## config.mk

```make
export PLATFORM = sky130hd
export DESIGN_NAME = slsf_top
export DESIGN_NICKNAME = d
export VERILOG_FILES = /design/src/slsf_sync.v /design/src/slsf_stage.v /design/src/slsf_top.v
export VERILOG_INCLUDE_DIRS = /design/src
export SDC_FILE = /design/constraint.sdc
export NUM_CORES = 1
export LEC_CHECK = 0
export BUFFER_PORTS_ARGS = -buffer_cell sky130_fd_sc_hd__buf_2
export CAP_MARGIN = 20
export CELL_PAD_IN_SITES_DETAIL_PLACEMENT = 0
export CELL_PAD_IN_SITES_GLOBAL_PLACEMENT = 1
export CORE_ASPECT_RATIO = 0.5
export CORE_MARGIN = 3
export CORE_UTILIZATION = 40
export DETAILED_ROUTE_END_ITERATION = 10
export PLACE_DENSITY = 0.72
export SLEW_MARGIN = 20
export SYNTH_ARGS = -nofsm -noshare
export SYNTH_HDL_FRONTEND = slang
export SYNTH_HIERARCHICAL = 1
export SYNTH_SLANG_ARGS = --single-unit
```

## constraint.sdc

```tcl
create_clock -name CORE_CLK -period 4.4 [get_ports CORE_CLK]
set_clock_uncertainty 0.2 [all_clocks]
set_input_delay 0.44 -clock CORE_CLK [delete_from_list [all_inputs] [get_ports CORE_CLK]]
set_output_delay 0.44 -clock CORE_CLK [all_outputs]
set_load 0.03 [all_outputs]
```

## src/slsf_defs.vh

```
`ifndef SLSF_DEFS_VH
`define SLSF_DEFS_VH
// Behaviour
// - voltage reference below start threshold flags loss
// - current reference below 4 mA flags loss
// - current reference spans 4 to 20 mA
// - loss flag clears itself when reference recovers
// - loss is indication only, no trip
// - loss flag evaluated in stop and run
// - loss detect only when source select is 01
// - set stage request in run below low limit
// - clear stage request above high limit
// - clear stage request on run to stop
// - stage request uses pid feedback and limits
// - limits carry no alarm meaning
// ----------------------------------------------------------------
// register offsets (byte addresses)
// ----------------------------------------------------------------
`define SLSF_OFS_CTRL      8'h00
`define SLSF_OFS_START_THR 8'h04
`define SLSF_OFS_PV_HIGH   8'h08
`define SLSF_OFS_PV_LOW    8'h0c
`define SLSF_OFS_OUT_SEL   8'h10
`define SLSF_OFS_STATUS    8'h14
`define SLSF_OFS_IRQ_STAT  8'h18
`define SLSF_OFS_IRQ_MASK  8'h1c
`define SLSF_OFS_VREF      8'h20
`define SLSF_OFS_IREF      8'h24
`define SLSF_OFS_PV        8'h28
// ----------------------------------------------------------------
// fields
// ----------------------------------------------------------------
`define SLSF_CTRL_SRC_LSB  0
`define SLSF_CTRL_PIDF_LSB 2
`define SLSF_CTRL_PID_EN   4
`define SLSF_ST_LOSS       0
`define SLSF_ST_STAGE      1
`define SLSF_ST_RUN        2
`define SLSF_IRQ_LOSS_SET  0
`define SLSF_IRQ_LOSS_CLR  1
`define SLSF_IRQ_STAGE_SET 2
`define SLSF_IRQ_STAGE_CLR 3
// ----------------------------------------------------------------
// codes and reset values
// ----------------------------------------------------------------
`define SLSF_SRC_ANALOG    2'h1
`define SLSF_FN_LOSS       8'h06
`define SLSF_FN_STAGE      8'h07
`define SLSF_RST_CTRL      5'h11
`define SLSF_RST_START_THR 12'h000
`define SLSF_RST_PV_HIGH   12'hfff
`define SLSF_RST_PV_LOW    12'h000
`define SLSF_RST_OUT_SEL   8'h06
// 4 mA of a 0..20 mA full-scale 12-bit converter: 4095*4/20
`define SLSF_IREF_4MA      12'h333
`define SLSF_IREF_20MA     12'hfff
`endif

```

## src/slsf_sync.v

```verilog
module slsf_sync #(
  parameter W = 12
) (
  // clock and reset
  input  wire         clk,
  input  wire         rst,
  // data
  input  wire [W-1:0] d,
  output reg  [W-1:0] q
);
  reg [W-1:0] meta_r;

  always @(posedge clk or posedge rst) begin
    if (rst) begin
      meta_r <= {W{1'b0}};
      q      <= {W{1'b0}};
    end else begin
      meta_r <= d;
      q      <= meta_r;
    end
  end
endmodule // slsf_sync

```

## src/slsf_stage.v

```verilog
module slsf_stage #(
  parameter W = 12
) (
  // clock and reset
  input  wire         clk,
  input  wire         rst,
  // inputs
  input  wire         run,
  input  wire         enable,
  input  wire [W-1:0] pv,
  input  wire [W-1:0] low_limit,
  input  wire [W-1:0] high_limit,
  // output
  output reg          request
);
  localparam S_OFF = 2'b01;
  localparam S_ON  = 2'b10;

  reg [1:0] state_r;
  reg [1:0] state_nxt;

  always @* begin
    case (state_r)
      S_OFF: begin
        if (run && enable && (pv < low_limit))
          state_nxt = S_ON;
        else
          state_nxt = S_OFF;
      end
      S_ON: begin
        if (!run || !enable)
          state_nxt = S_OFF;
        else if (pv > high_limit)
          state_nxt = S_OFF;
        else
          state_nxt = S_ON;
      end
      default: state_nxt = S_OFF;
    endcase
  end

  always @(posedge clk or posedge rst) begin
    if (rst) begin
      state_r <= S_OFF;
      request <= 1'b0;
    end else begin
      state_r <= state_nxt;
      request <= (state_nxt == S_ON);
    end
  end
endmodule // slsf_stage

```

## src/slsf_top.v

```verilog
`include "slsf_defs.vh"
module slsf_top #(
  parameter W     = 12,
  parameter N_OUT = 3
) (
  // clock and reset
  input  wire             CORE_CLK,
  input  wire             RST,
  // wishbone slave
  input  wire             WB_CYC_I,
  input  wire             WB_STB_I,
  input  wire             WB_WE_I,
  input  wire [7:0]       WB_ADR_I,
  input  wire [3:0]       WB_SEL_I,
  input  wire [31:0]      WB_DAT_I,
  output reg  [31:0]      WB_DAT_O,
  output reg              WB_ACK_O,
  // analog converter samples and run command (from pins)
  input  wire [W-1:0]     VREF_IN,
  input  wire [W-1:0]     IREF_IN,
  input  wire [W-1:0]     PV_IN,
  input  wire             FORWARD_RUN_CMD,
  // flags and outputs
  output reg              SIGNAL_LOSS_FLAG,
  output reg              SECOND_STAGE_REQUEST,
  output reg  [N_OUT-1:0] LOGIC_OUT,
  output reg              IRQ
);
  // ----------------------------------------------------------------
  // input synchronisers
  // ----------------------------------------------------------------
  wire [W-1:0] vref_s;
  wire [W-1:0] iref_s;
  wire [W-1:0] pv_s;
  wire         run_s;

  slsf_sync #(.W(W)) u_sync_v (.clk(CORE_CLK), .rst(RST), .d(VREF_IN), .q(vref_s));
  slsf_sync #(.W(W)) u_sync_i (.clk(CORE_CLK), .rst(RST), .d(IREF_IN), .q(iref_s));
  slsf_sync #(.W(W)) u_sync_p (.clk(CORE_CLK), .rst(RST), .d(PV_IN), .q(pv_s));
  slsf_sync #(.W(1)) u_sync_r (.clk(CORE_CLK), .rst(RST), .d(FORWARD_RUN_CMD), .q(run_s));

  // ----------------------------------------------------------------
  // registers
  // ----------------------------------------------------------------
  reg  [4:0]         ctrl_r;
  reg  [W-1:0]       start_thr_r;
  reg  [W-1:0]       pv_high_r;
  reg  [W-1:0]       pv_low_r;
  reg  [8*N_OUT-1:0] out_sel_r;
  reg  [3:0]         irq_stat_r;
  reg  [3:0]         irq_mask_r;
  reg                loss_r;
  reg                run_r;
  wire               stage_req;

  wire [1:0] freq_source_select  = ctrl_r[`SLSF_CTRL_SRC_LSB +: 2];
  wire [1:0] pid_feedback_source = ctrl_r[`SLSF_CTRL_PIDF_LSB +: 2];
  wire       pid_en              = ctrl_r[`SLSF_CTRL_PID_EN];

  // byte-lane merge for writes
  function [31:0] wmerge;
    input [31:0] old;
    input [31:0] dat;
    input [3:0]  sel;
    integer b;
    begin
      wmerge = old;
      for (b = 0; b < 4; b = b + 1)
        if (sel[b])
          wmerge[8*b +: 8] = dat[8*b +: 8];
    end
  endfunction

  wire        req  = WB_CYC_I && WB_STB_I && !WB_ACK_O;
  wire        wr   = req && WB_WE_I;

  // merged write words, cut to each register's width where they are stored
  wire [31:0] ctrl_wr = wmerge({27'h0, ctrl_r}, WB_DAT_I, WB_SEL_I);
  wire [31:0] thr_wr  = wmerge({{(32-W){1'b0}}, start_thr_r}, WB_DAT_I, WB_SEL_I);
  wire [31:0] high_wr = wmerge({{(32-W){1'b0}}, pv_high_r}, WB_DAT_I, WB_SEL_I);
  wire [31:0] low_wr  = wmerge({{(32-W){1'b0}}, pv_low_r}, WB_DAT_I, WB_SEL_I);
  wire [31:0] osel_wr = wmerge({{(32-8*N_OUT){1'b0}}, out_sel_r}, WB_DAT_I, WB_SEL_I);

  // ----------------------------------------------------------------
  // loss detect
  // ----------------------------------------------------------------
  // current range maps 4 mA to code 12'h333 (4095*4/20); below that is loss
  wire iref_low  = (iref_s < `SLSF_IREF_4MA);
  wire vref_low  = (vref_s < start_thr_r);
  // synchronisers hold zero after reset; ignore them until real samples arrive,
  // else the zero current sample fakes a loss event right after reset
  reg  [1:0] warm_r;
  always @(posedge CORE_CLK or posedge RST) begin
    if (RST) begin
      warm_r <= 2'b00;
    end else begin
      warm_r <= {warm_r[0], 1'b1};
    end
  end
  // combinational, so it self-clears and never latches a trip
  wire loss_nxt  = warm_r[1] && (freq_source_select == `SLSF_SRC_ANALOG) &&
                   (vref_low || iref_low);

  // ----------------------------------------------------------------
  // second stage
  // ----------------------------------------------------------------
  // pid feedback must name a valid source and pid must be enabled
  wire stage_en = pid_en && (pid_feedback_source != 2'h3);

  slsf_stage #(.W(W)) u_stage (
    .clk        (CORE_CLK),
    .rst        (RST),
    .run        (run_s),
    .enable     (stage_en),
    .pv         (pv_s),
    .low_limit  (pv_low_r),
    .high_limit (pv_high_r),
    .request    (stage_req)
  );

  // ----------------------------------------------------------------
  // output routing
  // ----------------------------------------------------------------
  function route;
    input [7:0] code;
    input       loss;
    input       stage;
    begin
      case (code)
        `SLSF_FN_LOSS:  route = loss;
        `SLSF_FN_STAGE: route = stage;
        default:        route = 1'b0;
      endcase
    end
  endfunction

  genvar g;
  generate
    for (g = 0; g < N_OUT; g = g + 1) begin : g_out
      always @(posedge CORE_CLK or posedge RST) begin
        if (RST)
          LOGIC_OUT[g] <= 1'b0;
        else
          LOGIC_OUT[g] <= route(out_sel_r[8*g +: 8], loss_nxt, stage_req);
      end
    end
  endgenerate

  // ----------------------------------------------------------------
  // flags and events
  // ----------------------------------------------------------------
  wire [3:0] ev = {
    SECOND_STAGE_REQUEST & ~stage_req,
    ~SECOND_STAGE_REQUEST & stage_req,
    loss_r & ~loss_nxt,
    ~loss_r & loss_nxt
  };
  wire [31:0] wmask = wmerge(32'h0, WB_DAT_I, WB_SEL_I);

  always @(posedge CORE_CLK or posedge RST) begin
    if (RST) begin
      loss_r               <= 1'b0;
      run_r                <= 1'b0;
      SIGNAL_LOSS_FLAG     <= 1'b0;
      SECOND_STAGE_REQUEST <= 1'b0;
      irq_stat_r           <= 4'h0;
      IRQ                  <= 1'b0;
    end else begin
      loss_r               <= loss_nxt;
      run_r                <= run_s;
      SIGNAL_LOSS_FLAG     <= loss_nxt;
      // stage request is informational only, no alarm path
      SECOND_STAGE_REQUEST <= stage_req;
      if (wr && WB_ADR_I == `SLSF_OFS_IRQ_STAT)
        irq_stat_r <= (irq_stat_r & ~wmask[3:0]) | ev;
      else
        irq_stat_r <= irq_stat_r | ev;
      IRQ <= |((irq_stat_r | ev) & irq_mask_r &
               ~((wr && WB_ADR_I == `SLSF_OFS_IRQ_STAT) ? (wmask[3:0] & ~ev) : 4'h0));
    end
  end

  // ----------------------------------------------------------------
  // wishbone register access
  // ----------------------------------------------------------------
  always @(posedge CORE_CLK or posedge RST) begin
    if (RST) begin
      ctrl_r      <= `SLSF_RST_CTRL;
      start_thr_r <= `SLSF_RST_START_THR;
      pv_high_r   <= `SLSF_RST_PV_HIGH;
      pv_low_r    <= `SLSF_RST_PV_LOW;
      out_sel_r   <= {N_OUT{`SLSF_RST_OUT_SEL}};
      irq_mask_r  <= 4'h0;
      WB_ACK_O    <= 1'b0;
      WB_DAT_O    <= 32'h0;
    end else begin
      WB_ACK_O <= req;
      WB_DAT_O <= 32'h0;
      if (wr) begin
        case (WB_ADR_I)
          `SLSF_OFS_CTRL:      ctrl_r      <= ctrl_wr[4:0];
          `SLSF_OFS_START_THR: start_thr_r <= thr_wr[W-1:0];
          `SLSF_OFS_PV_HIGH:   pv_high_r   <= high_wr[W-1:0];
          `SLSF_OFS_PV_LOW:    pv_low_r    <= low_wr[W-1:0];
          `SLSF_OFS_OUT_SEL:   out_sel_r   <= osel_wr[8*N_OUT-1:0];
          `SLSF_OFS_IRQ_MASK:  irq_mask_r  <= WB_SEL_I[0] ? WB_DAT_I[3:0] : irq_mask_r;
          default: ;
        endcase
      end else if (req) begin
        case (WB_ADR_I)
          `SLSF_OFS_CTRL:      WB_DAT_O <= {27'h0, ctrl_r};
          `SLSF_OFS_START_THR: WB_DAT_O <= {{(32-W){1'b0}}, start_thr_r};
          `SLSF_OFS_PV_HIGH:   WB_DAT_O <= {{(32-W){1'b0}}, pv_high_r};
          `SLSF_OFS_PV_LOW:    WB_DAT_O <= {{(32-W){1'b0}}, pv_low_r};
          `SLSF_OFS_OUT_SEL:   WB_DAT_O <= {{(32-8*N_OUT){1'b0}}, out_sel_r};
          `SLSF_OFS_STATUS:    WB_DAT_O <= {29'h0, run_r, SECOND_STAGE_REQUEST, loss_r};
          `SLSF_OFS_IRQ_STAT:  WB_DAT_O <= {28'h0, irq_stat_r};
          `SLSF_OFS_IRQ_MASK:  WB_DAT_O <= {28'h0, irq_mask_r};
          `SLSF_OFS_VREF:      WB_DAT_O <= {{(32-W){1'b0}}, vref_s};
          `SLSF_OFS_IREF:      WB_DAT_O <= {{(32-W){1'b0}}, iref_s};
          `SLSF_OFS_PV:        WB_DAT_O <= {{(32-W){1'b0}}, pv_s};
          default:             WB_DAT_O <= 32'h0;
        endcase
      end
    end
  end
endmodule // slsf_top

```

Yosys cells after proc, flatten, opt, wreduce, memory -nomap -nowiden
Cells that the tools add are included.

storage, ports and cells
  flip-flop bits (word level) = 192
  output and inout bits = 39

cells by class
  $lt $le $gt $ge = 4
  eq/ne operators = 21
  muxes and demuxes = 13
  bitwise logic cells = 17
  reductions and logical operators = 27

operators by type and width
  cell                                                  number
  case mux 24 bit (11 select lines)                     1
  equality test 8 x 3 -> 1 bit, second input constant   7
  2-to-1 mux 24 bit                                     2
  AND reduction 3 bit                                   11
  equality test 8 x 5 -> 1 bit, second input constant   4
  equality test 8 x 6 -> 1 bit, second input constant   3
  < comparator 12 bit                                   2
  bitwise AND 4 bit                                     4
  equality test 8 x 4 -> 1 bit, second input constant   2
  > comparator 12 bit                                   1
  < comparator 12 x 10 -> 1 bit, second input constant  1
  2-to-1 mux 4 bit                                      3
  NOT 4 bit                                             3
  logical AND 1 bit                                     9
  zero test 8 bit                                       1
  OR 4 bit                                              2
  2-to-1 mux 2 bit                                      3
  case mux 1 bit (2 select lines)                       3
  bitwise AND 1 bit                                     4
  equality test 2 x 1 -> 1 bit, second input constant   2
  equality test 2 bit, second input constant            2
  NOT 1 bit                                             4
  case mux 2 bit (2 select lines)                       1
  OR reduction 4 bit                                    1
  other kinds (3)                                       6

Depth between registers and ports, before layout
Gate-level depths: netlist (run 1).

  word-level depth = 11
  gate-level depth with buffers = 7
  depth with buffers taken out = 7

Modules after synthesis
The synthesis (run 1) kept the hierarchy.

by module, submodules not included
  module                     instances  cells each  area an instance (µm²)
  slsf_top                   1          417         5054.8
  slsf_sync at u_sync_i ...  3          25          604.3
  slsf_stage                 1          100         783.3
  slsf_sync at u_sync_r      1          3           53.8

Least setup slack after synthesis (run 1)
OpenSTA, ideal clock, no wires.

  path type = in2reg
  from = input WB_ADR_I[5]
  to = register IRQ
  data arrival time = 1930 ps
  required time = 4074 ps
  setup slack = 2144 ps
  stages on the path = 6
  cells stage by stage = nor4b_4 and4_1 buf_4 o21bai_4 a2111o_1 a311o_1

between the ends
  word-level cells in the longest chain between the ends = 6

RTL lines
  element                             line            RTL
  start, declared                     slsf_top.v:13   input wire [7:0] WB_ADR_I,
  equality test 8 x 5 -> 1 bit        --
  logical AND 1 bit (no source line)  --
  2-to-1 mux 4 bit                    slsf_top.v:179  ~((wr && WB_ADR_I == `SLSF_OFS_IRQ_STAT) ? (wmask[3:0] & ~ev) : 4'h0));
  NOT 4 bit                           slsf_top.v:179
  bitwise AND 4 bit                   slsf_top.v:178  IRQ <= |((irq_stat_r | ev) & irq_mask_r &
  OR reduction 4 bit                  slsf_top.v:178
  end signal, assigned                slsf_top.v:178
  end, declared                       slsf_top.v:27   output reg IRQ

Every way passes these cells.
A chain may end at the register's enable or synchronous reset.

Worst setup path in the final report (run 1)
  from = input WB_ADR_I[5]
  to = register out_sel_r[7]

between the ends
  word-level cells in the longest chain between the ends = 2

RTL lines
  element                               line            RTL
  equality test 8 x 5 -> 1 bit          slsf_top.v:200  case (WB_ADR_I)
  AND reduction 3 bit (no source line)  --
  end signal, assigned                  slsf_top.v:192  out_sel_r <= {N_OUT{`SLSF_RST_OUT_SEL}};
  end signal, assigned                  slsf_top.v:205  `SLSF_OFS_OUT_SEL: out_sel_r <= osel_wr[8*N_OUT-1:0];
  end, declared                         slsf_top.v:49   reg [8*N_OUT-1:0] out_sel_r;

Every way passes these cells.

==> key figures, run 1 <==
Critical path
  – Critical Path End Type: flop
  – Startpoint types: input pin
  – WS Path Type: in -> reg
  – Crit-path max cell delay: 0.77 ns
  – CP required: 4.51 ns
  – Crit path DAT: between 2 and 3 ns
  – Crit-path max FO: 13
  – Sequence of cells on the critical path: buf_2 -> nor4b_4 -> and2_0 -> nand2_1 -> mux2_2
  – CP max stage cell: and2_0

Global route
  – Number of global-route vias before repair: 5436
  – GRT Residual Overflow: 0
  – Global-route wire length before repair: 31700 um
  – Global Route Usage Sum: 19.9%
  – Initial antenna violation count: 0
  – Largest net degree at the start of global routing: 85

Layout
  – Fill count: 1675
  – Area growth from synthesis to layout: 23.7%
  – # nets final: 871
  – Share of cells above drive strength 1: 32.3%
  – Finished Layout Cells: 1022
  – Final Core Density: 51.1%

Placed design
  – Post-DP HPWL: approximately 15000 um
  – Placed Instances: approximately 950
  – Port-buffer cells: 107
  – GP Congestion: 0.876

Timing
  – Slew Limit Headroom: 33.6%
  – Tcrit/Tclk final: between 60 and 70%
  – Endpoints failing hold: 0
  – Highest clock rate: about 360 MHz
  – Pins Over Slew Limit: 0
  – Final setup TNS: 0 ns
  – Post-layout minimum cycle time: 2.74 ns
  – RSZ-0062 raised after global routing: no
  – Worst slew pin tran: 0.993 ns
  – Hold Slack: 0.0428 ns
  – Setup violators final: 0

Floorplan
  – Die height: approximately 100 um
  – Die width: 202 um
  – Core ar.: 0.0187 sq mm
  – Initial core utilization: 41.3%
  – Std-Cell Rows: 35
  – I/O pin count: 125
  – Die ar.: ~0.021 sq mm

Clocking
  – CTS Buffer Depth: 2
  – H-Tree Depth: 4
  – Post-cts sizing count: 0
  – TritonCTS Buffers: 17
  – Number of clock sinks: 184
  – TritonCTS clock tree: yes
  – Worst-path clk slew: 0.07 ns
  – CTS root buffer: clkbuf_16
  – Clk_lat worst skew: ~0.43 ns
  – Total setup buffers inserted after CTS: 0

Synth
  – Netlist Area Pre-Place: 0.00770 sq mm
  – Synth top area share: 52.9%
  – Async S/R FF share, synth: 100%
  – Cell taking the most area after synthesis: dfrtp_1
  – Avg Inst Size Synth: 12.9 sq um
  – Synth Flop Type: dfrtp_1
  – Yosys cell types: 62
  – Cells after Synth: 595
  – Yosys warning count: 6
  – Register area share after synthesis: between 60% and 70%
  – Synthesized flop and latch total: roughly 180
  – Top cells by area, synth: dfrtp_1, mux2_2, dfstp_2
  – Top cells by count, synth: dfrtp_1, mux2_2, inv_1
  – EDFF count, synth: 0
  – Count leader, synth: dfrtp_1

Detailed routing
  – DR iter-0 viols: approximately 470
  – # DRC: 0
  – DRT Pass-1 Iters: 6
  – DR vias: ~5300
  – Drt total wl: approximately 20000 um
  – Remaining antenna violation count: 0
  – Vias per Instance: 5.23
  – Routed len/inst: ~20 um

Flow run
  – MaxCap Viol Count: 0

Pwr
  – Peak supply drop: between 0.2 and 0.3 mV
  – Gate power share: 5.7%
  – Psw: 871 uW
  – Leak Pwr: 0.00443 uW
  – Reg power frac: a little under 50%
  – Clk network pwr share: 45.3%
  – Sw frac: 24.0%
  – Internal Power: 2760 uW
  – Pwr dens: between 300 and 400 mW/mm^2

Status
  – Outcome: finished clean

Min path
  – Hold/Removal Path Class: in -> reg
registers in the layout (all words and copies together) (netlist names), 2 cells and up:
register         cells
LOGIC_OUT            3
WB_DAT_O            24
ctrl_r               5
irq_mask_r           4
irq_stat_r           4
out_sel_r           24
pv_high_r           12
pv_low_r            12
start_thr_r         12
u_stage/state_r      2
u_sync_i/meta_r     12
u_sync_i/q          12
u_sync_p/meta_r     12
u_sync_p/q          12
u_sync_v/meta_r     12
u_sync_v/q          12
warm_r               2
final timing paths:
path | start | endpoint | slack [ns] | cells after the start
min | WB_DAT_I[21] | out_sel_r[21]$_DFFE_PP0P_ | 0.04 | 2
max reg2reg | u_sync_v/q[9]$_DFF_PP0_ | IRQ$_DFF_PP0_ | 1.88 | 6
max | WB_ADR_I[5] | out_sel_r[7]$_DFFE_PP0P_ | 1.66 | 5
min in group asynchronous | RST | u_sync_r/meta_r$_DFF_PP0_ | 0.30 | 3
max in group asynchronous | RST | out_sel_r[1]$_DFFE_PP1P_ | 2.56 | 4
min reg2reg | u_sync_i/meta_r[3]$_DFF_PP0_ | u_sync_i/q[3]$_DFF_PP0_ | 0.14 | 0
routing by layer:
metal	vias to the layer above	track usage (%)	wire length, um
met3	15	5.47	1640
met5	-	0	0
li1	2445	-	-
met2	213	28.3	8830
met1	2667	30.3	9740
met4	0	4.40	159
logic make-up (layout without fill, tap and decap cells):
| family | after synthesis | count (layout) | share of synthesized area [%] |
|---|---|---|---|
| AOI/OAI and AO/OA | 110 | 110 | 10.9 |
| adders and majority gates | 36 | 36 | 5.85 |
| buffers and inverters | 71 | 231 | 3.91 |
| DFF | 184 | 184 | 60.1 |
| muxes | 73 | 73 | 10.6 |
| other | 2 | 10 | 0.0975 |
| and+or+nand+nor | 119 | 119 | 8.51 |
worst max-delay path, delay by kind of cell:
kind	cells	cell delay, ns
AND/OR/NAND/NOR	3	1.85
buffers and inverters	1	0.14
multiplexers	1	0.42
layout by cell type, fill, tap and decap left out, types with 4 or more instances in the layout:
master	synthesis	final
a21oi_1	20	20
a222oi_1	18	18
a22oi_1	8	8
a31oi_1	12	12
and2_1	16	16
buf_2	1	107
clkbuf_16	0	17
conb_1	2	9
dfrtp_1	163	163
dfstp_2	21	21
dlygate4sd3_1	0	38
ha_1	36	36
inv_1	51	49
inv_6	0	5
mux2_2	70	70
nand2_1	41	41
nand2b_1	4	4
nand4_1	6	6
nor2_1	19	19
nor3_1	7	7
o21ai_0	12	12
metrics by stage:
stage	worst slack, ns	area, sq um	total power (uW)
3_3_place_gp	1.25	8510	1990
3_5_place_dp	1.19	8510	1990
2_1_floorplan	0.976	7730	1900
6_report	1.66	9530	3630
5_1_grt	1.54	9530	3760
4_1_cts	1.72	9520	3670
power by group through the flow:
stage	logic (uW)	clock network (uW)	registers, uW
floorplan	106	0	1790
global placement	179	0	1810
CTS	209	1680	1780
detailed placement	183	0	1810
finish	208	1650	1780
global route	235	1750	1780
repair_timing:
action	4_1_cts	5_1_grt
hold endpoints to repair	42	0
hold buffers	38	0
setup endpoints to repair	0	0
final cells by class:
cell class | count | area, sq um | share of cell area (%)
timing repair buffer | 148 | 938 | 9.85
clock buffer | 18 | 439 | 4.61
antenna | 1 | 2.50 | 0.0263
clock inverter | 14 | 199 | 2.09
inverter | 51 | 196 | 2.06
tap | 259 | 324 | 3.40
multi-input combinational | 347 | 2800 | 29.4
sequential | 184 | 4630 | 48.6
Power figures use the tool's default switching activity.
==> inputs of run 2 (changes only) <==
--- a/config.mk
+++ b/config.mk
@@ -6,15 +6,16 @@
 export SDC_FILE = /design/constraint.sdc
 export NUM_CORES = 1
 export LEC_CHECK = 0
+export ABC_AREA = 1
 export BUFFER_PORTS_ARGS = -buffer_cell sky130_fd_sc_hd__buf_2
 export CAP_MARGIN = 20
 export CELL_PAD_IN_SITES_DETAIL_PLACEMENT = 0
 export CELL_PAD_IN_SITES_GLOBAL_PLACEMENT = 1
 export CORE_ASPECT_RATIO = 0.5
 export CORE_MARGIN = 3
-export CORE_UTILIZATION = 40
+export CORE_UTILIZATION = 39
 export DETAILED_ROUTE_END_ITERATION = 10
-export PLACE_DENSITY = 0.72
+export PLACE_DENSITY = 0.77
 export SLEW_MARGIN = 20
 export SYNTH_ARGS = -nofsm -noshare
 export SYNTH_HDL_FRONTEND = slang
==> constraint.sdc (replaced) <==
create_clock -name CORE_CLK -period 2.3 [get_ports CORE_CLK]
set_clock_uncertainty 0.2 [all_clocks]
set_input_delay 0.23 -clock CORE_CLK [delete_from_list [all_inputs] [get_ports CORE_CLK]]
set_output_delay 0.23 -clock CORE_CLK [all_outputs]
set_load 0.03 [all_outputs]
==> run 2 against run 1 <==
Register-to-register slack lost 1.7 ns. Setup slack lost 1.4 ns. Die area grew 5.2%. Largest cell class unchanged. Critical path type is now reg -> reg. Synthesized cell count grew 40%. Worst hold slack lost 0.012 ns. Synthesized area increased by 2.8%. Non-clock buffer count up 28. Sequential share of layout area shrank 2.1 points. Highest routed layer unchanged. First-iteration DRC count increased by 6.7%. Clock power is 79% higher. Critical endpoint is now IRQ$_DFF_PP0_.
==> key figures, run 2 <==
Placed design
  – Placed Instances: 1202 (was 951)
  – Post-DP HPWL: 15300 um (was 14900 um)
  – Port-buffer cells: 107 (unchanged)
  – GP Congestion: 0.871 (was 0.876)
  – Placement Cell Area: 0.00877 sq mm (was 0.00851 sq mm)

Floorplan
  – Die ar.: 0.0222 sq mm (was 0.0211 sq mm)
  – Std-Cell Rows: 36 (was 35)
  – I/O pin count: 125 (unchanged)
  – Die width: 208 um (was 202 um)
  – Initial core utilization: 40.2% (was 41.3%)
  – Die height: 107 um (was 104 um)
  – Core ar.: 0.0197 sq mm (was 0.0187 sq mm)

Synth
  – Top cells by count, synth: nand2_1, dfrtp_1, inv_1 (was dfrtp_1, mux2_2, inv_1)
  – Synth Flop Type: dfrtp_1 (unchanged)
  – Register area share after synthesis: 58.5% (was 60.1%)
  – Cells after Synth: 833 (was 595)
  – Avg Inst Size Synth: 9.50 sq um (was 12.9 sq um)
  – Count leader, synth: nand2_1 (was dfrtp_1)
  – Top cells by area, synth: dfrtp_1, nand2_1, dfstp_2 (was dfrtp_1, mux2_2, dfstp_2)
  – Synthesized flop and latch total: 184 (unchanged)
  – EDFF count, synth: 0 (unchanged)
  – Synth top area share: 51.5% (was 52.9%)
  – Yosys warning count: 6 (unchanged)
  – Cell taking the most area after synthesis: dfrtp_1 (unchanged)
  – Netlist Area Pre-Place: 0.00792 sq mm (was 0.00770 sq mm)
  – Async S/R FF share, synth: 100% (unchanged)
  – Yosys cell types: 46 (was 62)

Critical path
  – R2R depth: 11 (was 6)
  – WS Path Type: reg -> reg (was in -> reg)
  – Worst setup startpoint: u_sync_v/q[7]$_DFF_PP0_ (was WB_ADR_I[5])
  – Crit-path max FO: 5 (was 13)
  – Startpoint types: flop (was input pin)
  – Critical Path End Type: flop (unchanged)
  – Crit path DAT: 2.19 ns (was 2.86 ns)
  – CP required: 2.42 ns (was 4.51 ns)
  – Setup crit end: IRQ$_DFF_PP0_ (was out_sel_r[7]$_DFFE_PP0P_)
  – Reg2reg end: IRQ$_DFF_PP0_ (unchanged)
  – Reg2reg setup slack: 0.23 ns (was 1.88 ns)
  – Reg-to-Reg Start: u_sync_v/q[7]$_DFF_PP0_ (was u_sync_v/q[9]$_DFF_PP0_)

Layout
  – Ant. Diodes: 0 (was 1)
  – Design area: 0.00997 sq mm (was 0.00953 sq mm)
  – Share of cells above drive strength 1: 21.1% (was 32.3%)
  – Finished Layout Cells: 1294 (was 1022)
  – Most common cell after layout, fill and taps aside: nand2_1 (was dfrtp_1)
  – # nets final: 1137 (was 871)
  – Final Core Density: 50.6% (was 51.1%)
  – Commonest non-fill, non-tap cells in the layout: nand2_1, dfrtp_1, inv_1, buf_2, o21ai_0 (was dfrtp_1, buf_2, mux2_2, inv_1, nand2_1)
  – Area growth from synthesis to layout: 25.9% (was 23.7%)
  – Biggest regs: WB_DAT_O x24, out_sel_r x24 (unchanged)

Global route
  – Number of global-route vias before repair: 5934 (was 5436)
  – Initial antenna violation count: 0 (unchanged)
  – GRT Residual Overflow: 0 (unchanged)
  – Largest net degree at the start of global routing: 108 (was 85)
  – Global Route Usage Sum: 19.4% (was 19.9%)
  – Global-route wire length before repair: 32700 um (was 31700 um)

Timing
  – Tcrit/Tclk final: between 90% and 100%
  – Post-layout minimum cycle time: 2.07 ns
  – RSZ-0062 raised after global routing: no (unchanged)
  – Slew Limit Headroom: 40.4% (was 33.6%)
  – Highest clock rate: 482 MHz
  – Worst slew pin tran: 0.892 ns (was 0.993 ns)
  – Final setup TNS: 0 ns (unchanged)
  – Pins Over Slew Limit: 0 (unchanged)
  – Endpoints failing hold: 0 (unchanged)
  – Setup violators final: 0 (unchanged)

Pwr
  – Leak Pwr: 0.00485 uW (was 0.00443 uW)
  – Internal Power: 5210 uW (was 2760 uW)
  – Pwr Total: 6760 uW (was 3630 uW)
  – Peak supply drop: 0.498 mV (was 0.259 mV)
  – Psw: 1550 uW (was 871 uW)
  – Pwr dens: 678 mW/mm^2 (was 381 mW/mm^2)
  – Gate power share: 6.4% (was 5.7%)
  – Clk network pwr share: 43.8% (was 45.3%)
  – Reg power frac: 49.8% (was 49.0%)
  – Sw frac: 22.9% (was 24.0%)

Clocking
  – CTS Buffer Depth: 2 (unchanged)
  – Clk_lat worst skew: 0.44 ns (was 0.43 ns)
  – Total setup buffers inserted after CTS: 0 (unchanged)
  – CTS root buffer: clkbuf_16 (unchanged)
  – Number of clock sinks: 184 (unchanged)
  – Worst-path clk slew: 0.07 ns (about the same)
  – H-Tree Depth: 4 (unchanged)
  – TritonCTS Buffers: 17 (unchanged)
  – TritonCTS clock tree: yes (unchanged)

Detailed routing
  – Vias per Instance: 4.68 (was 5.23)
  – DRT Pass-1 Iters: 6 (unchanged)
  – Routed len/inst: 15.9 um (was 19.9 um)
  – Remaining antenna violation count: 0 (unchanged)
  – DR iter-0 viols: 496 (was 465)
  – # DRC: 0 (unchanged)
  – DR vias: 6058 (was 5340)
  – Drt total wl: 20600 um (was 20400 um)

Flow run
  – MaxCap Viol Count: 0 (unchanged)

Min path
  – Hold/Removal Path Class: in -> reg (unchanged)

Status
  – Outcome: finished clean (unchanged)
==> run 2: changes by cell type in the layout (fill, tap and decap cells not counted), sizes merged, moves of 5 or more <==
cell	previous run	this run
inv	58	124
nand3	2	23
a21oi	20	33
nor3	7	12
a22oi	8	0
and2	18	0
a222oi	18	0
mux2	70	10
nand2	41	243
nor2	20	39
dlygate4sd3	38	60
a31oi	12	3
buf	110	116
o21ai	15	77
==> run 2: worst min path at each step <==
stage / from / end / slack, ns / cells after the start
finish: WB_DAT_I[2] / start_thr_r[2]$_DFFE_PP0P_ / 0.03 / 3
global route: WB_ADR_I[2] / WB_DAT_O[14]$_DFF_PP0_ / 0.05 / 4
CTS: WB_DAT_I[2] / start_thr_r[2]$_DFFE_PP0P_ / 0.02 / 3
detailed placement: RST / u_sync_r/q$_DFF_PP0_ / -0.04 / 2
global placement: RST / u_sync_r/meta_r$_DFF_PP0_ / -0.04 / 2
floorplan: RST / u_sync_r/meta_r$_DFF_PP0_ / -0.23 / 1
==> run 2: worst max-delay path: stages (launching register included) <==
cell,delay [ns]
dfrtp_1,0.39
ha_1,0.31
a21oi_1,0.18
nand2_1,0.08
a21oi_1,0.12
nand2_1,0.06
nand2_1,0.17
nand2_2,0.16
nand2_1,0.09
nand2_1,0.07
nand2_1,0.06
nand3_1,0.06
==> run 2: what timing repair did <==
action / CTS / global route
resized for setup: 0 / 1
hold endpoints to repair: 240 / 0
endpoints found under the setup margin: 0 / 1
hold buffers: 60 / 0
==> run 2: area by class of cell <==
cell class / count / area, sq um
fillers: 1840 / 9720
well taps: 266 / 333
repair buffers: 176 / 1220
clock inverters: 12 / 153
clock buffers: 20 / 437
multi-input cells: 511 / 2720
inverters: 125 / 479
flip-flops and latches: 184 / 4630
==> run 2: through the flow <==
step	hold slack, ns	setup WS (ns)
CTS	0.0183	0.168
floorplan	-0.229	0.529
detailed placement	-0.0371	0.178
global route	0.0511	0.0452
finish	0.0304	0.225
global placement	-0.0448	0.218
==> run 2: layer usage <==
metal	global-route usage (%)	wire length (um)
met5	0	0
met4	5.27	267
met3	4.74	1330
met2	27.8	8550
met1	29.4	10500
==> run 2: power by group through the flow <==
| stage | Clock [uW] | Combinational (uW) | Sequential (uW) |
|---|---|---|---|
| 6_report | 2960 | 430 | 3370 |
| 5_1_grt | 3150 | 487 | 3380 |
| 4_1_cts | 3010 | 433 | 3370 |
| 3_5_place_dp | 0 | 355 | 3430 |
| 3_3_place_gp | 0 | 346 | 3430 |
| 2_1_floorplan | 0 | 211 | 3410 |
==> run 2: logic make-up after synthesis <==
family          count (synthesis)  synth area share [%]
mux                            10                  1.42
compound gates                124                  8.41
other cells                     2                0.0949
fa+ha+maj                      36                  5.69
flops                         184                  58.5
buf+inv                       145                  7.54
simple gates                  332                  18.4
